**src/wpm_pkg.sv**
```systemverilog
// Package for the wake pin monitor: modes, filter timing, reset values.
// Assumes a 200 MHz system clock and a mode controller that owns the mode code.
// Operation
// - Both rising and falling wake input transitions count as wake events.
// - A new level is accepted only after persisting for the filter time.
// - Wake function is switched on and off by the enable bit, except the Fail-Safe Restart request.
// - Below undervoltage off level the input is ignored entirely.
// - Filtered wake level is readable in Normal, Stop and programming modes.
// - Enabled and in Sleep, any qualified transition wakes the chip.
// - In Fail-Safe any qualified transition requests Restart.
// - Enabled in active modes, each change sets its edge flag and interrupt.
// - Rising and falling interrupts are masked independently.
// - Normal-to-Sleep change is blocked while either edge flag is set.
// - A flag set at or before the Sleep request wakes the chip again.
// - In Stop a wake drives the interrupt and sets a readable flag.
package wpm_pkg;

  // --------------------------------------------------------------------
  // Mode codes presented by the mode controller
  // --------------------------------------------------------------------
  typedef enum logic [2:0] {
    WPM_MODE_NORMAL = 3'h0,
    WPM_MODE_STOP = 3'h1,
    WPM_MODE_SLEEP = 3'h2,
    WPM_MODE_RESTART = 3'h3,
    WPM_MODE_FAILSAFE = 3'h4,
    WPM_MODE_FLASH = 3'h5,
    WPM_MODE_INIT = 3'h6
  } wpm_mode_t;

  // --------------------------------------------------------------------
  // Filter timing
  // --------------------------------------------------------------------
  localparam int WPM_CLK_MHZ = 200;
  localparam int WPM_FILT_MIN_US = 10;
  localparam int WPM_FILT_MAX_US = 25;
  // Aim in the middle of the window to tolerate oscillator drift
  localparam int WPM_FILT_CYC = (WPM_FILT_MIN_US + WPM_FILT_MAX_US) * WPM_CLK_MHZ / 2;
  localparam int WPM_CNT_W = 13;

  // --------------------------------------------------------------------
  // Reset values
  // --------------------------------------------------------------------
  localparam logic WPM_LEVEL_RST = 1'b0;
  localparam logic WPM_FLAG_RST = 1'b0;

endpackage : wpm_pkg

```
**src/wpm_filt_if.sv**
```systemverilog
// Interface carrying the filtered wake level and qualified edge pulses.
// Assumes one clock domain shared by filter and monitor.
`timescale 1ns/10ps
interface wpm_filt_if;
  logic level;
  logic rise;
  logic fall;
  modport filt (output level, output rise, output fall);
  modport mon (input level, input rise, input fall);
endinterface : wpm_filt_if

```
**src/wpm_filter.sv**
```systemverilog
// Wake input synchroniser and persistence filter.
// Assumes the raw pin is asynchronous to sys_clk_in.
`timescale 1ns/10ps
module wpm_filter (
  // Clock and reset
  input wire logic sys_clk_in,
  input wire logic rst_b_in,
  input wire logic [wpm_pkg::WPM_CNT_W-1:0] filt_cyc_in,
  // Raw pin and result
  input wire logic pin_in,
  input wire logic hold_in,
  wpm_filt_if.filt res
);

  logic sync1, sync2, next_sync1, next_sync2;
  logic stable, next_stable;
  logic [wpm_pkg::WPM_CNT_W-1:0] cnt, next_cnt;
  logic rise, fall, next_rise, next_fall;

  // --------------------------------------------------------------------
  // Next-state: sync, count persistence, qualify edge
  // --------------------------------------------------------------------
  always_comb begin
    next_sync1 = pin_in;
    next_sync2 = sync1;
    next_stable = stable;
    next_cnt = '0;
    next_rise = 1'b0;
    next_fall = 1'b0;
    // Pin is high impedance when powered down: hold and forget
    if (hold_in) begin
      next_cnt = '0;
    end else if (sync2 != stable) begin
      // Counter restarts whenever the level returns to stable
      if (cnt >= filt_cyc_in - 1'b1) begin
        next_stable = sync2;
        next_rise = sync2;
        next_fall = ~sync2;
      end else begin
        next_cnt = cnt + 1'b1;
      end
    end
  end

  // Register stage
  always_ff @(posedge sys_clk_in) begin
    if (!rst_b_in) begin
      sync1 <= 1'b0;
      sync2 <= 1'b0;
      stable <= wpm_pkg::WPM_LEVEL_RST;
      cnt <= '0;
      rise <= 1'b0;
      fall <= 1'b0;
    end else begin
      sync1 <= next_sync1;
      sync2 <= next_sync2;
      stable <= next_stable;
      cnt <= next_cnt;
      rise <= next_rise;
      fall <= next_fall;
    end
  end

  assign res.level = stable;
  assign res.rise = rise;
  assign res.fall = fall;

endmodule // wpm_filter

```
**src/wpm_monitor.sv**
```systemverilog
// Wake pin monitor top: filter, edge flags, mode-dependent wake requests.
// Assumes the mode controller supplies the mode and acts on the requests.
`timescale 1ns/10ps
module wpm_monitor #(
  parameter logic [wpm_pkg::WPM_CNT_W-1:0] FILT_CYC = wpm_pkg::WPM_CNT_W'(wpm_pkg::WPM_FILT_CYC)
) (
  // Clock and reset
  input wire logic sys_clk_in,
  input wire logic rst_b_in,
  // Pin and power
  input wire logic external_wake_input_in,
  input wire logic undervoltage_off_in,
  // Mode controller
  input wire logic [2:0] mode_in,
  input wire logic sleep_req_in,
  output logic sleep_grant_out,
  output logic wake_sleep_out,
  output logic restart_req_out,
  // Control bits
  input wire logic wake_pin_enable_bit_in,
  input wire logic mask_rise_in,
  input wire logic mask_fall_in,
  input wire logic clear_flag_a_in,
  input wire logic clear_flag_b_in,
  // Status
  output logic wake_pin_level_bit_out,
  output logic wake_edge_flag_a_out,
  output logic wake_edge_flag_b_out,
  output logic irq_out
);

  wpm_filt_if fif ();
  wpm_pkg::wpm_mode_t mode;
  logic active, en;
  logic flag_a, flag_b, next_flag_a, next_flag_b;
  logic level, next_level;
  logic wake_s, next_wake_s, rst_req, next_rst_req;

  assign mode = wpm_pkg::wpm_mode_t'(mode_in);
  assign en = wake_pin_enable_bit_in & ~undervoltage_off_in;
  assign active = (mode == wpm_pkg::WPM_MODE_NORMAL) || (mode == wpm_pkg::WPM_MODE_STOP) ||
                  (mode == wpm_pkg::WPM_MODE_FLASH);

  // --------------------------------------------------------------------
  // Filter
  // --------------------------------------------------------------------
  wpm_filter u_filter (
    .sys_clk_in(sys_clk_in),
    .rst_b_in(rst_b_in),
    .filt_cyc_in(FILT_CYC),
    .pin_in(external_wake_input_in),
    .hold_in(undervoltage_off_in),
    .res(fif.filt)
  );

  // --------------------------------------------------------------------
  // Flags, level and wake requests
  // --------------------------------------------------------------------
  always_comb begin
    next_flag_a = flag_a;
    next_flag_b = flag_b;
    // Clear first so a same-cycle edge wins
    if (clear_flag_a_in) next_flag_a = 1'b0;
    if (clear_flag_b_in) next_flag_b = 1'b0;
    if (en && active && fif.rise) next_flag_a = 1'b1;
    if (en && active && fif.fall) next_flag_b = 1'b1;
    // Level only refreshed in modes where it is readable
    next_level = active ? fif.level : level;
    next_wake_s = 1'b0;
    next_rst_req = 1'b0;
    if (!undervoltage_off_in && (fif.rise || fif.fall)) begin
      if (mode == wpm_pkg::WPM_MODE_SLEEP && en) next_wake_s = 1'b1;
      if (mode == wpm_pkg::WPM_MODE_FAILSAFE) next_rst_req = 1'b1;
    end
    // Pending flag in Sleep means the wake was not lost
    if (mode == wpm_pkg::WPM_MODE_SLEEP && (flag_a || flag_b)) next_wake_s = 1'b1;
  end

  // Register stage
  always_ff @(posedge sys_clk_in) begin
    if (!rst_b_in) begin
      flag_a <= wpm_pkg::WPM_FLAG_RST;
      flag_b <= wpm_pkg::WPM_FLAG_RST;
      level <= wpm_pkg::WPM_LEVEL_RST;
      wake_s <= 1'b0;
      rst_req <= 1'b0;
    end else begin
      flag_a <= next_flag_a;
      flag_b <= next_flag_b;
      level <= next_level;
      wake_s <= next_wake_s;
      rst_req <= next_rst_req;
    end
  end

  // Sleep refused while flags pending; controller should clear first
  assign sleep_grant_out = sleep_req_in && (mode == wpm_pkg::WPM_MODE_NORMAL) &&
                           !flag_a && !flag_b;
  assign wake_sleep_out = wake_s;
  assign restart_req_out = rst_req;
  assign wake_pin_level_bit_out = level;
  assign wake_edge_flag_a_out = flag_a;
  assign wake_edge_flag_b_out = flag_b;
  // Separate masks per direction
  assign irq_out = (flag_a & ~mask_rise_in) | (flag_b & ~mask_fall_in);

endmodule // wpm_monitor

```
**config.mk**
```make
export PLATFORM = sky130hd
export DESIGN_NAME = wpm_monitor
export DESIGN_NICKNAME = d
export VERILOG_FILES = /design/src/wpm_pkg.sv /design/src/wpm_filt_if.sv /design/src/wpm_filter.sv /design/src/wpm_monitor.sv
export SDC_FILE = /design/constraint.sdc
export NUM_CORES = 1
export LEC_CHECK = 0
export ABC_CLOCK_PERIOD_IN_PS = 1700
export BUFFER_PORTS_ARGS = -buffer_cell sky130_fd_sc_hd__buf_2
export CAP_MARGIN = 20
export CORE_UTILIZATION = 40
export DETAILED_ROUTE_END_ITERATION = 8
export SYNTH_ARGS = -nofsm -noshare
export SYNTH_HDL_FRONTEND = slang
export SYNTH_SLANG_ARGS = --single-unit
```
**constraint.sdc**
```tcl
create_clock -name sys_clk_in -period 1.7 [get_ports sys_clk_in]
set_input_delay 0 -clock sys_clk_in [delete_from_list [all_inputs] [get_ports sys_clk_in]]
set_output_delay 0 -clock sys_clk_in [all_outputs]
set_load 0.03 [all_outputs]
```
==> results.sh, run 1 <==
export IMPL_fin_crit_sh_pct=96.4
export IMPL_cts_root_buf="clkbuf_4"
export IMPL_worstMarginPinSlew_ns=0.497
export IMPL_nets=157
export IMPL_finClkSkew_ns=0.00217
export IMPL_worstPathRequired_ns=1.96
export IMPL_syn_inst=110
export IMPL_seqCellArea_um2=463
export IMPL_crit_arrival_ns=1.90
export IMPL_clockBufferDepth=2
export IMPL_total_power_w=0.000853
export IMPL_grt_max_degree=14
export IMPL_worstSkewPairLatency_ns=0.31
export IMPL_grt_setup_unrepaired="no"
export IMPL_p_per_area_mw_per_mm2=668
export IMPL_syn_area_mm2=0.00100
export IMPL_dr_pass1_iters=4
export IMPL_cts_tree="built"
export IMPL_worstSetupStartpointType="flop"
export IMPL_grt_pass1_wl_mm=3.68
export IMPL_antenna_found_initial=0
export IMPL_dp_hpwl_mm=1.45
export IMPL_synth_main_ff_cell="dfxtp_1"
export IMPL_fp_dieW_um=52.1
export IMPL_gr_total_overflow=0
export IMPL_port_buffers=19
export IMPL_synthDistinctLibCells=32
export IMPL_path_max_fanout=6
export IMPL_p_leak_nw=0.499
export IMPL_die_area_mm2=0.00271
export IMPL_largest_reg_flops=13
export IMPL_wl_per_cell_um=13.4
export IMPL_synthTopCellsByCount="23 x dfxtp_1, 19 x nor2_1, 7 x nand2_1, 7 x xor2_1, 6 x nand3_1"
export IMPL_path_class="reg -> reg"
export IMPL_grt_pass1_vias=822
export IMPL_rows=17
export IMPL_clock_sinks=23
export IMPL_drv_slew=0
export IMPL_setup_viol=0
export IMPL_fmax_mhz=610
export IMPL_synth_edf_count=0
export IMPL_vias=891
export IMPL_fin_tns_setup_ns=0
export IMPL_io_pins=20
export IMPL_regMostFlops="u_filter.cnt"
export IMPL_start_util_pct=43.7
export IMPL_drt_wl_total_mm=2.27
export IMPL_synth_area_leaders="dfxtp_1 46%, nor2_1 7.1%, xor2_1 6.1%"
export IMPL_hold_class="in -> reg"
export IMPL_yosysSeqAreaShare_pct=45.9
export IMPL_postSynthAreaPerCell_um2=9.12
export IMPL_drtIter0Drc=17
export IMPL_synth_fp_nets=124
export IMPL_drv_cap=0
export IMPL_gp_congestion=0.748
export IMPL_synth_top_area_share_pct=45.9
export IMPL_synth_most_common_cell="dfxtp_1"
export IMPL_post_cts_buffers=0
export IMPL_grt_usage_pct=19.1
export IMPL_status="finished, final reports clean"
export IMPL_layout_min_cycle_time_ns=1.64
export IMPL_drive_gt1_share_pct=25.4
export IMPL_ir_drop_mv=0.391
export IMPL_die_h_um=52.1
export IMPL_vias_per_cell=5.24
export IMPL_fillCellCount=226
export IMPL_cts_clk_slew_worst_paths_ns=0.12
export IMPL_async_reset_ff_share_pct=0
export IMPL_finalHoldViolCount=0
export IMPL_yosys_warnings=0
export IMPL_cts_max_level=1
export IMPL_drc=0
export IMPL_max_slew_margin_pct=66.4
export IMPL_diodes=0
export IMPL_syn2layout_area_growth_pct=27.3
export IMPL_multi_input_area_um2=534
export IMPL_worstSetupEndpointType="flop"
export IMPL_yosysTopAreaCell="dfxtp_1"
export IMPL_core_area_mm2=0.00230
export IMPL_cts_buffers=3
export IMPL_ys_seq_elements=23
export IMPL_drtAntennaViolNets=0
[metal layers]
metal  vias to the layer above  global-route usage, %  wire, um
met5                         -                      0         0
met4                         0                   10.8        59
met3                         6                   2.63        49
met2                        15                   32.5      1090
met1                       418                   22.6      1070
li1                        452                      -         -
[worst paths after layout]
| path | slack, ns | endpoint | cells past startpoint | from |
|---|---|---|---|---|
| max reg2reg | 0.06 | u_filter.cnt[4] | 5 | u_filter.cnt[1] |
| max | 0.06 | u_filter.cnt[4] | 5 | u_filter.cnt[1] |
| min reg2reg | 0.45 | u_filter.sync2 | 1 | u_filter.next_sync2 |
| min | 0.07 | wake_pin_level_bit_out | 3 | mode_in[1] |
[worst max-delay path, cell delays in order (launching register included)]
cell and delay [ns]:
dfxtp_2 0.36, ha_4 0.15, a211o_1 0.22, a21o_1 0.20
a2111o_2 0.52, nor2_1 0.12
[cell type report]
type                    instances  area share (%)
flip-flops and latches         23            36.2
inverters                       4            1.18
clock inverters                 1           0.392
well taps                      28            2.74
repair buffers                 31            15.9
clock buffers                   3            1.76
multi-input cells              80            41.8
[cell families after synthesis]
group	share of synthesized area, %
AO/OA/AOI/OAI	10.4
XOR/XNOR	8.73
adder cells (fa/ha/maj)	1.25
buffers and inverters	4.49
flip-flops	45.9
multiplexers	0.998
other	0.374
AND/OR/NAND/NOR	27.9
[what timing repair did]
action / CTS / global route
gates resized for setup: 4 / 3
hold buffers: 7 / 0
gates cloned: 1 / 0
hold endpoints to repair: 6 / 0
pin swaps: 3 / 5
setup endpoints to repair: 12 / 15
[stage by stage]
step                cells  utilization, %  setup WS (ns)  hold WS, ns  area, um^2
global placement      158            49.8         0.0453        0.212        1140
floorplan             110               -         0.0505       0.0831        1010
global route          170            55.6        0.00936       0.0912        1280
CTS                   170            54.8      0.0000226       0.0575        1260
detailed placement    158            49.8        -0.0240        0.205        1140
finish                170            55.6         0.0618       0.0672        1280
[power by group]
group / internal, W / total (W) / leakage [nW] / switching (W)
sequential: 0.000544 / 0.000548 / 0.187 / 0.00000431
combinational: 0.0000299 / 0.0000538 / 0.294 / 0.0000239
clock: 0.0000879 / 0.000251 / 0.0177 / 0.000163
total: 0.000662 / 0.000853 / 0.499 / 0.000191
[placed cells by master, fill, tap and decap left out, types with 4 or more instances in the layout]
| cell | instances |
|---|---|
| xor2_1 | 7 |
| dlygate4sd3_1 | 7 |
| nor2b_1 | 4 |
| nand3_1 | 6 |
| buf_4 | 5 |
| nand2_1 | 7 |
| inv_1 | 4 |
| dfxtp_1 | 21 |
| nor2_1 | 17 |
| buf_2 | 19 |
Note: power is estimated with default switching activity, not from simulation.
==> run 2: changes to the inputs <==
--- a/config.mk
+++ b/config.mk
@@ -10,6 +10,7 @@
 export CAP_MARGIN = 20
 export CORE_UTILIZATION = 40
 export DETAILED_ROUTE_END_ITERATION = 8
+export PLACE_DENSITY = 0.74
 export SYNTH_ARGS = -nofsm -noshare
 export SYNTH_HDL_FRONTEND = slang
 export SYNTH_SLANG_ARGS = --single-unit
==> run 2 against run 1 <==
Design area shrank 0.49%. Non-clock buffer count grew 1. Sequential power is essentially flat. Wire length shrank 8.0%. Combinational power grew 5.6%. Highest routed layer unchanged. Fmax is essentially flat. Flip-flop and latch count is the same.
==> results.sh, run 2 (same netlist as run 1, synthesis figures left out) <==
export IMPL_placed_area_mm2=0.00114
export IMPL_regMostFlops="u_filter.cnt"
export IMPL_cts_root_buf="clkbuf_4"
export IMPL_worstSetupEndpointType="flop"
export IMPL_final_cell_mix="21 x dfxtp_1, 19 x nor2_1, 19 x buf_2"
export IMPL_finalHoldViolCount=0
export IMPL_dp_slack_ns=-0.00404
export IMPL_grt_usage_pct=16.9
export IMPL_fin_tns_setup_ns=0
export IMPL_drt_wl_total_mm=2.09
export IMPL_ir_drop_mv=0.653
export IMPL_cts_tree="built"
export IMPL_drtAntennaViolNets=0
export IMPL_core_area_mm2=0.00230
export IMPL_antenna_found_initial=0
export IMPL_final_area_mm2=0.00127
export IMPL_rows=17
export IMPL_grt_setup_unrepaired="no"
export IMPL_diodes=0
export IMPL_gp_congestion=0.847
export IMPL_worstSkewPairLatency_ns=0.32
export IMPL_dp_hpwl_mm=1.48
export IMPL_hold_class="in -> reg"
export IMPL_layout_min_cycle_time_ns=1.64
export IMPL_p_leak_nw=0.496
export IMPL_post_cts_buffers=0
export IMPL_dr_pass1_iters=4
export IMPL_fillCellCount=216
export IMPL_utilization_pct=55.3
export IMPL_fp_dieW_um=52.1
export IMPL_vias_per_cell=5.20
export IMPL_wl_per_cell_um=12.2
export IMPL_status="finished, final reports clean"
export IMPL_finClkSkew_ns=0.00706
export IMPL_path_max_fanout=6
export IMPL_final_common_cell="dfxtp_1"
export IMPL_grt_pass1_vias=829
export IMPL_cts_clk_slew_worst_paths_ns=0.13
export IMPL_start_util_pct=43.7
export IMPL_fin_crit_sh_pct=96.4
export IMPL_die_h_um=52.1
export IMPL_drtIter0Drc=12
export IMPL_vias=890
export IMPL_fmax_mhz=610
export IMPL_drc=0
export IMPL_setup_slack_ns=0.0606
export IMPL_grt_pass1_wl_mm=3.37
export IMPL_worstSetupStartpointType="flop"
export IMPL_cts_buffers=3
export IMPL_io_pins=20
export IMPL_path_class="reg -> reg"
export IMPL_die_area_mm2=0.00271
export IMPL_syn2layout_area_growth_pct=26.7
export IMPL_largest_reg_flops=13
export IMPL_p_per_area_mw_per_mm2=679
export IMPL_nets=158
export IMPL_clock_sinks=23
export IMPL_gr_total_overflow=0
export IMPL_grt_max_degree=13
export IMPL_crit_arrival_ns=1.90
export IMPL_setup_viol=0
export IMPL_drv_slew=0
export IMPL_cts_max_level=1
export IMPL_worstPathRequired_ns=1.96
export IMPL_clockBufferDepth=2
export IMPL_drive_gt1_share_pct=22.4
export IMPL_port_buffers=19
export IMPL_drv_cap=0
run 2: cell types whose count changed in the layout (fill, tap and decap cells not counted):
cell / change
a2111o_2: -1
a2111oi_1: +1
clkbuf_1: +1
nor2_1: +2
dlygate4sd3_1: +1
clkinv_2: -1
ha_2: +1
nor2_2: -2
a2111oi_0: -1
ha_4: -1
a2111o_1: +1
run 2: per-layer routing:
layer	GRT usage (%)	routed length, um	share of wire (%)	vias to the layer above
met5	0	0	0	-
met4	9.46	57	2.7	0
met2	30.3	997	48	27
met1	18.3	928	44	402
li1	-	-	-	454
met3	2.92	108	5.2	7
run 2: worst paths after layout:
kind	startpoint	endpoint	slack (ns)	depth (start not counted)
worst max-delay path	u_filter.cnt[0]	u_filter.cnt[2]	0.06	5
worst min-delay path	undervoltage_off_in	wake_sleep_out	0.03	4
worst max register to register	u_filter.cnt[0]	u_filter.cnt[2]	0.06	5
worst min register to register	u_filter.next_sync2	u_filter.sync2	0.49	1
run 2: layout make-up:
class                      instances  area [um^2]  area share (%)
multi-input combinational         80          519            40.8
sequential                        23          463            36.4
tap                               28         35.0            2.76
clock buffer                       4         26.3            2.07
timing repair buffer              32          213            16.7
inverter                           4         15.0            1.18
run 2: per-stage QoR:
| stage | hold WS (ns) | power, W | instances |
|---|---|---|---|
| global placement | 0.209 | 0.000599 | 158 |
| global route | 0.0583 | 0.000893 | 171 |
| CTS | 0.0474 | 0.000866 | 170 |
| detailed placement | 0.219 | 0.000601 | 158 |
| floorplan | 0.0831 | 0.000579 | 110 |
| finish | 0.0259 | 0.000863 | 171 |
run 2: critical path, stage by stage (launching register included):
cell and delay (ns):
dfxtp_2 0.35, ha_2 0.18, a211o_1 0.23, a21o_1 0.21, a2111o_1 0.48, nor2_1 0.13
run 2: report_power, final:
group / switching, W / internal [W] / leakage [nW] / total (W)
combinational: 0.0000239 / 0.0000329 / 0.294 / 0.0000568
sequential: 0.00000414 / 0.000544 / 0.187 / 0.000548
clock: 0.000166 / 0.0000919 / 0.0150 / 0.000258
total: 0.000194 / 0.000669 / 0.496 / 0.000863
run 2: timing repair:
action,CTS,global route
pin swaps,3,5
gates resized for setup,1,3
hold endpoints to repair,6,1
hold buffers,7,2
endpoints found under the setup margin,12,14
cloned,1,0
==> run 3: changes to the inputs <==
--- a/config.mk
+++ b/config.mk
@@ -5,12 +5,13 @@
 export SDC_FILE = /design/constraint.sdc
 export NUM_CORES = 1
 export LEC_CHECK = 0
-export ABC_CLOCK_PERIOD_IN_PS = 1700
+export ABC_CLOCK_PERIOD_IN_PS = 1650
 export BUFFER_PORTS_ARGS = -buffer_cell sky130_fd_sc_hd__buf_2
 export CAP_MARGIN = 20
 export CORE_UTILIZATION = 40
 export DETAILED_ROUTE_END_ITERATION = 8
-export PLACE_DENSITY = 0.74
+export PLACE_DENSITY = 0.72
 export SYNTH_ARGS = -nofsm -noshare
 export SYNTH_HDL_FRONTEND = slang
 export SYNTH_SLANG_ARGS = --single-unit
+export TNS_END_PERCENT = 100
==> constraint.sdc (replaced) <==
create_clock -name sys_clk_in -period 1.65 [get_ports sys_clk_in]
set_input_delay 0.0825 -clock sys_clk_in [delete_from_list [all_inputs] [get_ports sys_clk_in]]
set_output_delay 0.0825 -clock sys_clk_in [all_outputs]
set_load 0.03 [all_outputs]
==> run 3 against run 2 <==
Die area stayed put. Clock skew rose by 0.0017 ns. Via count stayed put. Flip-flop and latch count unchanged. Utilization decreased by 0.76 points. Wire length grew 3.3%. First-iteration DRC count increased by 33%. Design area shrank 1.4%. Worst hold slack improved by 0.026 ns. Clock-buffer cell count stayed put. Sequential share of layout area rose by 0.51 points. Largest cell class unchanged. Largest power group unchanged.
==> results.sh, run 3 (same netlist as run 1, synthesis figures left out) <==
export IMPL_start_util_pct=43.7
export IMPL_regMostFlops="u_filter.cnt"
export IMPL_total_power_w=0.000868
export IMPL_dp_slack_ns=-0.0400
export IMPL_cts_buffers=3
export IMPL_setup_viol=0
export IMPL_rows=17
export IMPL_seqCellArea_um2=463
export IMPL_grt_pass1_vias=819
export IMPL_antenna_found_initial=0
export IMPL_p_per_area_mw_per_mm2=693
export IMPL_clockBufferDepth=2
export IMPL_dr_pass1_iters=4
export IMPL_hold_class="in -> reg"
export IMPL_finalHoldViolCount=0
export IMPL_wl_per_cell_um=12.9
export IMPL_worstPathRequired_ns=1.90
export IMPL_status="finished, final reports clean"
export IMPL_core_area_mm2=0.00230
export IMPL_gr_total_overflow=0
export IMPL_gp_congestion=0.842
export IMPL_placed_area_mm2=0.00116
export IMPL_post_cts_buffers=0
export IMPL_worstSetupStartpointType="flop"
export IMPL_cts_clk_slew_worst_paths_ns=0.11
export IMPL_vias=890
export IMPL_final_cell_mix="21 x dfxtp_1, 19 x nor2_1, 19 x buf_2"
export IMPL_finClkSkew_ns=0.00871
export IMPL_vias_per_cell=5.30
export IMPL_drt_wl_total_mm=2.16
export IMPL_grtUsageMet2_pct=30.3
export IMPL_drc=0
export IMPL_grt_max_degree=13
export IMPL_diodes=0
export IMPL_port_buffers=19
export IMPL_cts_tree="built"
export IMPL_cts_max_level=1
export IMPL_die_h_um=52.1
export IMPL_met3_usage_pct=3.51
export IMPL_drtIter0Drc=16
export IMPL_layout_min_cycle_time_ns=1.61
export IMPL_crit_arrival_ns=1.86
export IMPL_cts_root_buf="clkbuf_4"
export IMPL_die_area_mm2=0.00271
export IMPL_multi_input_area_um2=537
export IMPL_io_pins=20
export IMPL_drive_gt1_share_pct=24.3
export IMPL_path_class="reg -> reg"
export IMPL_grt_pass1_wl_mm=3.64
export IMPL_busiest_layer="met2"
export IMPL_fmax_mhz=621
export IMPL_fillCellCount=215
export IMPL_path_max_fanout=6
export IMPL_drv_slew=0
export IMPL_largest_reg_flops=13
export IMPL_p_leak_nw=0.487
export IMPL_clock_sinks=23
export IMPL_final_area_mm2=0.00125
export IMPL_dp_hpwl_mm=1.47
export IMPL_fp_dieW_um=52.1
export IMPL_worstSkewPairLatency_ns=0.31
export IMPL_utilization_pct=54.6
export IMPL_met1_usage_pct=23.2
export IMPL_grt_usage_pct=18.5
export IMPL_ir_drop_mv=0.466
export IMPL_worstSetupEndpointType="flop"
export IMPL_final_common_cell="dfxtp_1"
export IMPL_setup_slack_ns=0.0400
export IMPL_drtAntennaViolNets=0
export IMPL_nets=155
export IMPL_syn2layout_area_growth_pct=24.9
export IMPL_numPlacedInstances=160
export IMPL_grt_setup_unrepaired="yes"
export IMPL_fin_cells=168
export IMPL_drv_cap=0
export IMPL_fin_crit_sh_pct=97.6
==> run 3: changes by cell type in the layout (fill, tap and decap cells not counted), sizes merged <==
| cell | delta |
|---|---|
| dlygate4sd3 | -5 |
| buf | +2 |
==> run 3: cell type report <==
type | count | area share (%)
timing repair buffer | 29 | 14.2
clock buffer | 4 | 2.10
inverter | 4 | 1.20
sequential | 23 | 36.9
multi-input combinational | 80 | 42.8
tap | 28 | 2.79
==> run 3: final timing paths <==
kind                       startpoint              end  slack (ns)  depth (start not counted)
hold reg to reg   u_filter.next_sync2   u_filter.sync2        0.45                          1
setup / recovery      u_filter.cnt[1]  u_filter.cnt[2]        0.04                          5
setup reg to reg      u_filter.cnt[1]  u_filter.cnt[2]        0.04                          5
hold / removal             mode_in[1]   wake_sleep_out        0.05                          3
==> run 3: where the power goes <==
group	switching (W)	internal, W
combinational	0.0000227	0.0000261
clock	0.000161	0.0000943
sequential	0.00000423	0.000560
total	0.000188	0.000681
==> run 3: what timing repair did <==
item | CTS | global route
pin swaps | 6 | 8
gates resized for setup | 4 | 1
endpoints found under the hold margin | 2 | 0
endpoints found under the setup margin | 12 | 14
cloned | 1 | 0
hold buffers | 3 | 0
==> run 3: worst max-delay path, stage by stage (launching register included) <==
cell and delay (ns):
dfxtp_2 0.36, ha_4 0.16, a211o_1 0.21, a21o_1 0.21, a2111o_1 0.49, nor2_1 0.13
==> run 3: metrics by stage <==
step | TNS [ns] | hold WS (ns)
floorplan | 0 | 0.166
detailed placement | -0.331 | 0.299
finish | 0 | 0.0522
global placement | -0.00144 | 0.289
CTS | -0.0106 | 0.0418
global route | -0.328 | 0.0500
==> run 3: routing by layer <==
layer | routed length (um) | vias up
li1 | - | 448
met1 | 1010 | 409
met2 | 1020 | 26
met3 | 97 | 7
met4 | 40 | 0
met5 | 0 | -
